[config.mk]
export PLATFORM = sky130hd
export DESIGN_NAME = ndm_core
export DESIGN_NICKNAME = d
export VERILOG_FILES = /design/src/ndm_pkg.sv /design/src/ndm_core.sv
export SDC_FILE = /design/constraint.sdc
export NUM_CORES = 1
export LEC_CHECK = 0
export ABC_CLOCK_PERIOD_IN_PS = 2800
export BUFFER_PORTS_ARGS = -buffer_cell sky130_fd_sc_hd__buf_2
export CAP_MARGIN = 20
export CORE_MARGIN = 5
export CORE_UTILIZATION = 38
export DETAILED_ROUTE_END_ITERATION = 12
export GPL_TIMING_DRIVEN = 0
export HOLD_SLACK_MARGIN = 0.02
export PLACE_DENSITY = 0.6
export SYNTH_ARGS = -nofsm -noshare
export SYNTH_HDL_FRONTEND = slang
export SYNTH_SLANG_ARGS = --single-unit
[constraint.sdc]
create_clock -name sys_clk -period 2.8 [get_ports sys_clk]
set_clock_uncertainty 0.2 [all_clocks]
set_input_delay 0.42 -clock sys_clk [delete_from_list [all_inputs] [get_ports sys_clk]]
set_output_delay 0.42 -clock sys_clk [all_outputs]
set_load 0.05 [all_outputs]
[src/ndm_pkg.sv]
// package: constants and types for the nibble data memory and register map
package ndm_pkg;
    localparam int unsigned ADDR_W = 7;
    localparam int unsigned NIB_W  = 4;
    localparam int unsigned PC_W   = 10;
    localparam int unsigned STK_D  = 5;
    localparam int unsigned SP_W   = 3;
    localparam int unsigned ROW_W  = 3;
    localparam int unsigned COL_W  = 4;
    localparam int unsigned NBANK  = 1;

    localparam logic [6:0] HOLE_LO   = 7'h40;
    localparam logic [6:0] HOLE_HI   = 7'h6E;
    localparam logic [6:0] SYS_LO    = 7'h74;
    localparam logic [6:0] SYS_HI    = 7'h7F;
    localparam logic [6:0] CFG_HI    = 7'h3F;
    localparam logic [6:0] AR3_ADDR  = 7'h74;
    localparam logic [6:0] AR0_ADDR  = 7'h77;
    localparam logic [6:0] WIN_ADDR  = 7'h78;
    localparam logic [6:0] BANK_ADDR = 7'h79;
    localparam logic [6:0] IXH_ADDR  = 7'h7A;
    localparam logic [6:0] IXM_ADDR  = 7'h7B;
    localparam logic [6:0] IXL_ADDR  = 7'h7C;
    localparam logic [6:0] RPH_ADDR  = 7'h7D;
    localparam logic [6:0] RPL_ADDR  = 7'h7E;
    localparam logic [6:0] PSW_ADDR  = 7'h7F;

    // writable bit masks; zero bits are fixed at zero
    localparam logic [3:0] AR3_MASK  = 4'h0;
    localparam logic [3:0] AR2_MASK  = 4'h3;
    localparam logic [3:0] AR_MASK   = 4'hF;
    localparam logic [3:0] BANK_MASK = 4'h3;
    localparam logic [3:0] IXH_MASK  = 4'h9;
    localparam logic [3:0] RPH_MASK  = 4'h0;
    localparam logic [3:0] RPL_MASK  = 4'hF;
    localparam logic [3:0] PSW_MASK  = 4'hF;
    localparam logic [3:0] NIB_RST   = 4'h0;
    localparam logic [3:0] HOLE_RD   = 4'h0;

    typedef enum logic [1:0] {
        NDM_OP_NONE,
        NDM_OP_MOV,
        NDM_OP_CFG_RD,
        NDM_OP_CFG_WR
    } ndm_op_t;

    typedef struct packed {
        ndm_op_t          op;
        logic             wr;
        logic             use_gr;
        logic [3:0]       col;
        logic [6:0]       addr;
        logic [3:0]       wdata;
    } ndm_req_t;

    typedef struct packed {
        logic             call;
        logic             ret;
        logic             irq;
        logic             reti;
        logic [9:0]       ret_pc;
    } ndm_flow_t;
endpackage

[src/ndm_core.sv]
// module: data memory, system register block, config space and stack
//////////////////////////////////////////////////////////////////////////////
// Notes on behaviour
// [RULE1] stack holds five return address slots plus one interrupt slot
// [RULE2] calls and table references push the return address; here only call and irq pulses push
// [RULE3] interrupt saves address and status word, then clears bank and status
// [RULE4] seven-bit address, upper three bits row, lower four bits column
// [RULE5] every location stores a single four-bit nibble
// [RULE6] 40h to 6eh has no storage; reads give zero, writes dropped
// [RULE7] work register sits in memory at the row picked by the pointer
// [RULE8] pointer is 7dh nibble plus upper three bits of 7eh
// [RULE9] high pointer part picks bank, low pointer bits pick the row
// [RULE10] system register block lives at 74h to 7fh of data memory
// [RULE11] constant-zero system bits always read zero and ignore writes
// [RULE12] config space is 128 nibbles, rows 0 to 7, columns 0 to f
// [RULE13] config addresses 00h to 3fh hold peripheral configuration
// [RULE14] config 40h to 7fh is the same storage as data memory there
// [RULE15] dedicated read and write ops reach the config space
// [RULE16] reset clears address, bank, index, pointer and status fields
//////////////////////////////////////////////////////////////////////////////
`timescale 1ns/1ps
module ndm_core (
    input  wire logic              sys_clk,
    input  wire logic              nrst,
    input  wire ndm_pkg::ndm_req_t req,
    input  wire ndm_pkg::ndm_flow_t flow,
    output logic [3:0]             rdata,
    output logic                   rvalid,
    output logic [9:0]             pop_pc,
    output logic                   stack_full,
    output logic [15:0]            table_address_pointer,
    output logic [3:0]             memory_bank_select,
    output logic [11:0]            index_and_row_pointer,
    output logic [6:0]             gen_reg_pointer,
    output logic [3:0]             processor_status_flags
);

    //////////////////////////////////////////////////////////////////////////
    // address formation
    logic [6:0]  eff_addr;
    logic        is_cfg_op;
    logic        wr_en;
    logic [2:0]  gr_row;
    logic        in_hole;
    logic        in_sys;
    logic        in_ctl;

    assign is_cfg_op = (req.op == ndm_pkg::NDM_OP_CFG_RD) ||
                       (req.op == ndm_pkg::NDM_OP_CFG_WR); // [RULE15]
    assign gr_row    = gen_reg_pointer[2:0]; // [RULE9]

    always_comb begin
        // work register: pointer row, column from instruction
        if (req.use_gr && !is_cfg_op) begin
            eff_addr = {gr_row, req.col}; // [RULE7] [RULE4]
        end else begin
            eff_addr = req.addr;
        end
    end

    assign wr_en   = (req.op == ndm_pkg::NDM_OP_CFG_WR) ||
                     ((req.op == ndm_pkg::NDM_OP_MOV) && req.wr);
    // the control area is reached only by the dedicated ops
    assign in_ctl  = is_cfg_op && (eff_addr <= ndm_pkg::CFG_HI); // [RULE13]
    assign in_hole = (eff_addr >= ndm_pkg::HOLE_LO) &&
                     (eff_addr <= ndm_pkg::HOLE_HI); // [RULE6]
    assign in_sys  = (eff_addr >= ndm_pkg::SYS_LO); // [RULE10]

    //////////////////////////////////////////////////////////////////////////
    // storage: general data memory and control area
    logic [3:0] dmem [0:63];  // [RULE5]
    logic [3:0] cmem [0:63];  // [RULE12]
    logic [3:0] port_nib [0:4]; // 6fh to 73h, user-visible nibbles

    always_ff @(posedge sys_clk) begin
        if (wr_en && !in_hole && !in_sys && !eff_addr[6]) begin
            if (in_ctl) begin
                cmem[eff_addr[5:0]] <= req.wdata;
            end else if (!is_cfg_op) begin
                dmem[eff_addr[5:0]] <= req.wdata;
            end
        end
    end

    // 6fh..73h: shared by both views, so one array serves both
    logic [2:0] pidx;
    assign pidx = 3'(eff_addr - 7'h6F);

    always_ff @(posedge sys_clk or negedge nrst) begin
        if (!nrst) begin
            for (int i = 0; i < 5; i++) begin
                port_nib[i] <= ndm_pkg::NIB_RST;
            end
        end else if (wr_en && eff_addr[6] && !in_hole && !in_sys) begin
            port_nib[pidx] <= req.wdata; // [RULE14]
        end
    end

    //////////////////////////////////////////////////////////////////////////
    // system register block
    logic [3:0]  ar_r [0:3];
    logic [3:0]  win_r;
    logic [3:0]  bank_r;
    logic [3:0]  ix_r [0:2];
    logic [3:0]  rph_r;
    logic [3:0]  rpl_r;
    logic [3:0]  psw_r;
    logic        sys_wr;
    logic [9:0]  stk_r [0:4]; // [RULE1]
    logic [2:0]  sp_r;
    logic [9:0]  istk_pc_r;
    logic [4:0]  psw_save_r;

    assign sys_wr = wr_en && in_sys;

    always_ff @(posedge sys_clk or negedge nrst) begin
        if (!nrst) begin
            for (int i = 0; i < 4; i++) begin
                ar_r[i] <= ndm_pkg::NIB_RST; // [RULE16]
            end
        end else if (sys_wr && eff_addr <= ndm_pkg::AR0_ADDR) begin
            unique case (eff_addr)
                ndm_pkg::AR3_ADDR:
                    ar_r[3] <= req.wdata & ndm_pkg::AR3_MASK; // [RULE11]
                7'h75:
                    ar_r[2] <= req.wdata & ndm_pkg::AR2_MASK; // [RULE11]
                7'h76:
                    ar_r[1] <= req.wdata & ndm_pkg::AR_MASK;
                default:
                    ar_r[0] <= req.wdata & ndm_pkg::AR_MASK;
            endcase
        end
    end

    // window nibble is left undefined at reset
    always_ff @(posedge sys_clk) begin
        if (sys_wr && eff_addr == ndm_pkg::WIN_ADDR) begin
            win_r <= req.wdata;
        end
    end

    always_ff @(posedge sys_clk or negedge nrst) begin
        if (!nrst) begin
            bank_r <= ndm_pkg::NIB_RST; // [RULE16]
        end else if (flow.irq) begin
            bank_r <= ndm_pkg::NIB_RST; // [RULE3]
        end else if (sys_wr && eff_addr == ndm_pkg::BANK_ADDR) begin
            bank_r <= req.wdata & ndm_pkg::BANK_MASK; // [RULE11]
        end
    end

    always_ff @(posedge sys_clk or negedge nrst) begin
        if (!nrst) begin
            for (int i = 0; i < 3; i++) begin
                ix_r[i] <= ndm_pkg::NIB_RST; // [RULE16]
            end
        end else if (sys_wr && eff_addr == ndm_pkg::IXH_ADDR) begin
            ix_r[2] <= req.wdata & ndm_pkg::IXH_MASK; // [RULE11]
        end else if (sys_wr && eff_addr == ndm_pkg::IXM_ADDR) begin
            ix_r[1] <= req.wdata;
        end else if (sys_wr && eff_addr == ndm_pkg::IXL_ADDR) begin
            ix_r[0] <= req.wdata;
        end
    end

    always_ff @(posedge sys_clk or negedge nrst) begin
        if (!nrst) begin
            rph_r <= ndm_pkg::NIB_RST; // [RULE16]
            rpl_r <= ndm_pkg::NIB_RST;
        end else if (flow.reti) begin
            rpl_r[0] <= psw_save_r[4]; // shared status bit comes back
        end else if (flow.irq) begin
            rpl_r[0] <= 1'b0; // [RULE3]
        end else if (sys_wr && eff_addr == ndm_pkg::RPH_ADDR) begin
            rph_r <= req.wdata & ndm_pkg::RPH_MASK; // [RULE11]
        end else if (sys_wr && eff_addr == ndm_pkg::RPL_ADDR) begin
            rpl_r <= req.wdata & ndm_pkg::RPL_MASK; // [RULE8]
        end
    end

    always_ff @(posedge sys_clk or negedge nrst) begin
        if (!nrst) begin
            psw_r <= ndm_pkg::NIB_RST; // [RULE16]
        end else if (flow.reti) begin
            psw_r <= psw_save_r[3:0];
        end else if (flow.irq) begin
            psw_r <= ndm_pkg::NIB_RST; // [RULE3]
        end else if (sys_wr && eff_addr == ndm_pkg::PSW_ADDR) begin
            psw_r <= req.wdata & ndm_pkg::PSW_MASK;
        end
    end

    //////////////////////////////////////////////////////////////////////////
    // stack: five return slots and one interrupt slot

    // pushes past the fifth slot are dropped; software must not nest deeper
    always_ff @(posedge sys_clk or negedge nrst) begin
        if (!nrst) begin
            sp_r <= 3'h0;
        end else if ((flow.call || flow.irq) && sp_r < 3'(ndm_pkg::STK_D)) begin
            sp_r <= sp_r + 3'h1; // [RULE2]
        end else if ((flow.ret || flow.reti) && sp_r != 3'h0) begin
            sp_r <= sp_r - 3'h1;
        end
    end

    always_ff @(posedge sys_clk) begin
        if ((flow.call || flow.irq) && sp_r < 3'(ndm_pkg::STK_D)) begin
            stk_r[sp_r] <= flow.ret_pc; // [RULE2] [RULE3]
        end
    end

    always_ff @(posedge sys_clk or negedge nrst) begin
        if (!nrst) begin
            istk_pc_r  <= 10'h000;
            psw_save_r <= 5'h00;
        end else if (flow.irq) begin
            istk_pc_r  <= flow.ret_pc;
            psw_save_r <= {rpl_r[0], psw_r}; // [RULE3]
        end
    end

    always_ff @(posedge sys_clk or negedge nrst) begin
        if (!nrst) begin
            pop_pc <= 10'h000;
        end else if ((flow.ret || flow.reti) && sp_r != 3'h0) begin
            pop_pc <= stk_r[sp_r - 3'h1];
        end
    end

    assign stack_full = (sp_r == 3'(ndm_pkg::STK_D));

    //////////////////////////////////////////////////////////////////////////
    // read path
    logic [3:0] rd_nxt;

    always_comb begin
        rd_nxt = ndm_pkg::HOLE_RD;
        if (in_hole) begin
            rd_nxt = ndm_pkg::HOLE_RD; // [RULE6]
        end else if (in_ctl) begin
            rd_nxt = cmem[eff_addr[5:0]];
        end else if (!eff_addr[6]) begin
            rd_nxt = is_cfg_op ? cmem[eff_addr[5:0]] : dmem[eff_addr[5:0]];
        end else if (!in_sys) begin
            rd_nxt = port_nib[pidx]; // [RULE14]
        end else begin
            unique case (eff_addr)
                7'h74:   rd_nxt = ar_r[3];
                7'h75:   rd_nxt = ar_r[2];
                7'h76:   rd_nxt = ar_r[1];
                7'h77:   rd_nxt = ar_r[0];
                7'h78:   rd_nxt = win_r;
                7'h79:   rd_nxt = bank_r;
                7'h7A:   rd_nxt = ix_r[2];
                7'h7B:   rd_nxt = ix_r[1];
                7'h7C:   rd_nxt = ix_r[0];
                7'h7D:   rd_nxt = rph_r;
                7'h7E:   rd_nxt = rpl_r;
                default: rd_nxt = psw_r;
            endcase
        end
    end

    always_ff @(posedge sys_clk or negedge nrst) begin
        if (!nrst) begin
            rdata  <= 4'h0;
            rvalid <= 1'b0;
        end else begin
            rvalid <= (req.op != ndm_pkg::NDM_OP_NONE) && !wr_en;
            if ((req.op != ndm_pkg::NDM_OP_NONE) && !wr_en) begin
                rdata <= rd_nxt;
            end
        end
    end

    //////////////////////////////////////////////////////////////////////////
    // exported views
    assign table_address_pointer  = {ar_r[3], ar_r[2], ar_r[1], ar_r[0]};
    assign memory_bank_select     = bank_r;
    assign index_and_row_pointer  = {ix_r[2], ix_r[1], ix_r[0]};
    assign gen_reg_pointer        = {rph_r, rpl_r[3:1]}; // [RULE8]
    assign processor_status_flags = psw_r;

endmodule

# == Word-level counts from Yosys, hierarchy flattened ==
# Memories as Yosys holds them, arrays and structs flattened. A register that Yosys moved wholly into a read port is not among the register bits.
# Index checks and enable logic that the tools add are counted.
# word_totals
regBits,69
latchBits,0
ram_bits,562
mem_bits_ro,0
inputBits,35
out_inout_bits,59
wordCells,140
memories,3
# mem_list
memory,words,word_bits,read_ports,rd_clocked_by_memory_dff,write_ports,line_no,text
cmem,64,4,1,0,1,ndm_core.sv:72,logic [3:0] cmem [0:63];
dmem,64,4,1,0,1,ndm_core.sv:71,logic [3:0] dmem [0:63];
stk_r,5,10,1,1,1,ndm_core.sv:109,logic [9:0] stk_r [0:4];
# op_classes
addsub,3
n_mul,0
div_mod_pow,0
magnitude_cmp,8
eq_ne,17
shift,0
n_mux,33
bitwise_logic,7
n_reduce_logical,49
# ops
op,count
$eq 7x7->1 const B,12
$mux 4,13
$pmux 4 s10,1
$logic_and 1x1->1,24
$bwmux 20,1
$ge 7x7->1 const B,2
$le 7x7->1 const B,2
$mux 1,13
$bmux 4 s3,1
$demux 4 s3,1
$reduce_and 2->1,5
$reduce_bool 3->1,3
$le 7x6->1 const B,1
$mux 7,1
$logic_not 1->1,6
$mux 3,2
$not 1->1,6
$reduce_bool 2->1,3
$eq 2x2->1 const B,2
$ge 4x4->1 const B,1
$logic_or 1x1->1,4
$lt 4x1->1 const B,1
$not 3->4,1
$reduce_and 4->1,1
10 further kinds,10

# == Logic depth before layout (Yosys ltp) ==
# logic_depth
ltp_word,14
ltp_mapped,14
mapped_depth_nobuf,8

# == Worst setup path after synthesis ==
# Ideal clock, no wire load.
# synth_timing
path_type,reg2reg
startpoint,register sp_r[0]
endpoint,"register pop_pc[0], read port of stk_r"
setup_time_ns,0.133
t_arrival_ns,2.667
required_time_ns,2.467
path_slack_ns,-0.200
stages_incl_launch_ff,8
n_path_buf,2
synth_period_minus_slack_ns,3.000
cell_sequence,dfrtp_1 -> clkbuf_1 -> clkbuf_1 -> inv_1 -> ha_1 -> xnor2_1 -> mux2i_1 -> o21ai_0
# synth_between
elab_chain_cells,2
word_cells_on_any_way,3
cone_classes,add/sub: 1; reduce/logical: 2
# synth_lines
element,line_no,text
"start, declared",ndm_core.sv:110,logic [2:0] sp_r;
"start signal, assigned",ndm_core.sv:201,sp_r <= sp_r + 3'h1;
"start signal, assigned",ndm_core.sv:203,sp_r <= sp_r - 3'h1;
branches (longest 2 deep; another with $sub 3x1->3),-,
"end, declared",ndm_core.sv:29,"output logic [9:0] pop_pc,"
# Parallel ways; which one is timed is not known.
# A chain may end at the register's enable or synchronous reset.

# == Final worst setup path ==
# layout_timing
startpoint,input req[15] (netlist name)
endpoint,register rdata[2]
# layout_between
elab_chain_cells,11
word_cells_on_any_way,33
cone_classes,add/sub: 1; order compare: 4; eq/ne: 11; mux: 10; bitwise: 1; reduce/logical: 4; memory: 2
# layout_lines
element,line_no,text
"start, declared",ndm_core.sv:25,"input wire ndm_pkg::ndm_req_t req,"
$logic_and 1x1->1 (*),ndm_core.sv:54,if (req.use_gr && !is_cfg_op) begin
$mux 7 (*),ndm_core.sv:54,
$sub 3x3->3,ndm_core.sv:87,assign pidx = 3'(eff_addr - 7'h6F);
$not 3->4 (implied by the code),ndm_core.sv:246,rd_nxt = port_nib[pidx];
$bmux 4 s3,ndm_core.sv:246,
$mux 4 (implied by the code) (2 in series),ndm_core.sv:246,
$mux 4,ndm_core.sv:245,end else if (!in_sys) begin
$mux 4,ndm_core.sv:243,end else if (!eff_addr[6]) begin
$mux 4,ndm_core.sv:241,end else if (in_ctl) begin
$mux 4 (*),ndm_core.sv:239,if (in_hole) begin
"end signal, assigned",ndm_core.sv:272,rdata <= rd_nxt;
"end, declared",ndm_core.sv:27,"output logic [3:0] rdata,"
# Mark *: on every way between the ends. The rest lies on a longest branch, timed or not. The select of a mux whose other input is x is not followed.

==> impl_metrics.json <==
{
  "path_max_fanout": 10,
  "fp.dieH_um": 276,
  "critical-path-top-delay-family": "compound AO/OA/AOI/OAI gates",
  "synthTopCellsByArea": "edfxtp_1 63%, dfrtp_1 6.8%, nand2_1 4.3%",
  "ys.flop_type": "edfxtp_1",
  "antenna_found_initial": 1,
  "setup_viol_count_final": 74,
  "portBuffers": 75,
  "grt_overflow_total": 0,
  "drc_errors": 0,
  "cts_buffer_depth": 3,
  "grt_pass1_wl_um": 134000,
  "slowest_stage": "a211oi_1",
  "die_w_um": 276,
  "dp.final_hpwl_um": 63500,
  "hold_path.class": "in2reg",
  "dr_wl_met3_um": 10000,
  "cap_violations": 0,
  "antenna_left": 0,
  "crit_type": "in2reg",
  "ir_worst_vdd_mv": 0.571,
  "rsz0062_at_grt": "true",
  "row_count": 97,
  "hold_viol_final": 0,
  "syn-cell-area_sq_um": 27000,
  "utilization": 0.471,
  "p_per_area_nw_per_um2": 712,
  "clk_pin_slew_ns": 0.06,
  "core_sq_um": 70100,
  "cts_max_level": 3,
  "final_nets": 2186,
  "max_freq_mhz": 345,
  "die-area_sq_um": 76400,
  "finalWirelength_um": 94400,
  "async_reset_ff_frac": 0.114,
  "path_cells": "buf_2 > nand2b_4 > buf_6 > buf_12 > buf_4 > buf_4 > a31oi_4 > a211oi_1 > nor4_1 > a211oi_1 > a211oi_1 > nor4_1 > o2111ai_1",
  "viasPerCell": 6.01,
  "internal-power_mw": 17.0,
  "drtIter0Drc": 2903,
  "critical_path_arrival_ns": 3.16,
  "yosysTopAreaCell": "edfxtp_1",
  "antenna_cells": 0,
  "timing.final.ws_setup_ns": -0.0958,
  "worstPathRequired_ns": 3.07,
  "via_count": 18863,
  "tritoncts.num_buffers": 66,
  "num_io_pins": 94,
  "p_sw_mw": 6.52,
  "yosysSeqAreaShare": 0.698,
  "syn2layout_area_growth_pct": 22.6,
  "synth_common_cells": "566 x edfxtp_1, 310 x nand2_1, 161 x nor2_1, 74 x mux2i_1, 73 x dfrtp_1",
  "wl_met2_um": 43000,
  "path_buf_inv": 5,
  "grt_pass1_vias": 18280,
  "swShare": 0.277,
  "insertion_delay_ns": 0.61,
  "cts_tree": "yes",
  "status": "finished, violations left",
  "drive_gt1_frac": 0.294,
  "synth_cells": 1895,
  "end_kind": "flop",
  "p_leak_nw": 11.5,
  "highest_layer": "met5",
  "power_frac_comb": 0.173,
  "place_area_sq_um": 28800,
  "slew_headroom": 0.293,
  "synth_cell_type_count": 80,
  "start_util": 0.384,
  "wl_per_cell_um": 30.1,
  "violations": "setup timing",
  "pwr-share-clk": 0.364,
  "clock_sinks": 639,
  "drt-met1-wl_um": 35900,
  "pwr-share-seq": 0.463,
  "ys_warn_count": 0,
  "maxSlewViolCount": 0,
  "synth_edf_count": 566,
  "synth_top_area_frac": 0.631,
  "place_congestion": 0.987,
  "critPathMaxStageDelay_ns": 0.45,
  "dr.pass1.iters": 7,
  "crit_top_cell": "a211oi_1",
  "worstMarginPinSlew_ns": 1.05,
  "final_area_sq_um": 33000,
  "yosysMostFrequentCell": "edfxtp_1",
  "syn_avg_cell_area_sq_um": 14.2,
  "min_period_ns": 2.90,
  "fin_crit_sh": 1.03,
  "grt_max_degree": 91,
  "critPathLaunchType": "input pin",
  "root_buffer": "clkbuf_16",
  "ys_ff_latch": 639,
  "grt.total_usage": 0.239
}
final cells by class:
type | instances | area (sq um)
clock buffer | 86 | 1810
multi-input combinational | 1105 | 8160
clock inverter | 33 | 273
fill | 6151 | 37100
sequential | 639 | 18800
tap | 940 | 1180
inverter | 30 | 113
buffer | 131 | 1350
timing repair buffer | 174 | 1330
logic make-up after synthesis:
logic type                 Yosys count  share of synthesized area
muxes                              176                     0.0882
other                                1                   0.000139
DFF                                639                      0.698
xor gates and xnor gates             3                   0.000975
and+or+nand+nor                    613                     0.0975
adders and majority gates            4                    0.00186
buffers and inverters              164                     0.0322
AOI/OAI and AO/OA                  295                     0.0808
power by group through the flow:
stage          clock [mW]  sequential [mW]  combinational [mW]
6_report             8.57             10.9                4.06
5_1_grt              9.01             10.9                4.24
4_1_cts              8.61             10.9                3.84
3_5_place_dp            0             11.1                3.50
3_3_place_gp            0             11.1                3.38
2_1_floorplan           0             11.4                1.78
cell usage in the layout, fill, tap and decap left out, drive strengths merged, types with 12 or more instances in the layout:
cell type,count
a211oi,49
mux2i,75
inv,33
buf,253
o221ai,18
a31oi,35
conb,14
edfxtp,566
clkbuf,125
o2111ai,12
mux2,58
nand3,70
dlygate4sd3,13
a2111oi,12
clkinv,27
mux4,43
a21oi,43
nand2,310
a22oi,16
dfrtp,73
o21ai,33
nor3,13
nor2,162
through the flow:
| step | setup TNS, ns | hold WS (ns) | cells | setup WS [ns] | total power, mW |
|---|---|---|---|---|---|
| floorplan | -0.175 | -0.0756 | 1908 | -0.00878 | 13.2 |
| global placement | -705.03 | 0.264 | 2923 | -1.69 | 14.5 |
| detailed placement | -574.51 | 0.0666 | 2935 | -1.62 | 14.6 |
| CTS | -0.811 | 0.118 | 3113 | -0.124 | 23.3 |
| global route | -6.54 | 0.145 | 3138 | -0.137 | 24.2 |
| finish | -2.33 | 0.115 | 3138 | -0.0958 | 23.5 |
repair_timing:
action	4_1_cts	5_1_grt
hold endpoints to repair	124	0
hold buffers	13	0
pin swaps	9	26
setup buffers	47	27
resized for setup	223	180
setup endpoints to repair	551	412
layer usage:
layer | GRT usage | up-vias
met5 | 0 | -
met4 | 0.107 | 2
met3 | 0.0481 | 281
met2 | 0.380 | 1366
met1 | 0.319 | 9482
li1 | - | 7732
flip-flops by register name, summed over array words and instances (netlist names), 5 cells and up:
signal                 flops
dmem                     256
pop_pc                    10
index_and_row_pointer     10
stk_r                     50
psw_save_r                 5
port_nib                  20
cmem                     256
table_address_pointer     10
final timing paths:
kind                                           endpoint  cells past startpoint                   from  slack, ns
max in group asynchronous       port_nib[9]$_DFFE_PN0P_                      3                   nrst       1.44
worst min register to register    pop_pc[7]$_DFFE_PN0P_                      2  pop_pc[7]$_DFFE_PN0P_       0.27
worst min-delay path              dmem[23][0]$_DFFE_PP_                      1                 req[0]       0.12
worst max register to register    dmem[23][2]$_DFFE_PP_                      6   rpl_r[3]$_DFFE_PN0P_      -0.04
min in group asynchronous       port_nib[6]$_DFFE_PN0P_                      3                   nrst       0.20
worst max-delay path               rdata[2]$_DFFE_PN0P_                     13                req[15]       -0.1
(Power assumes the default switching activity.)
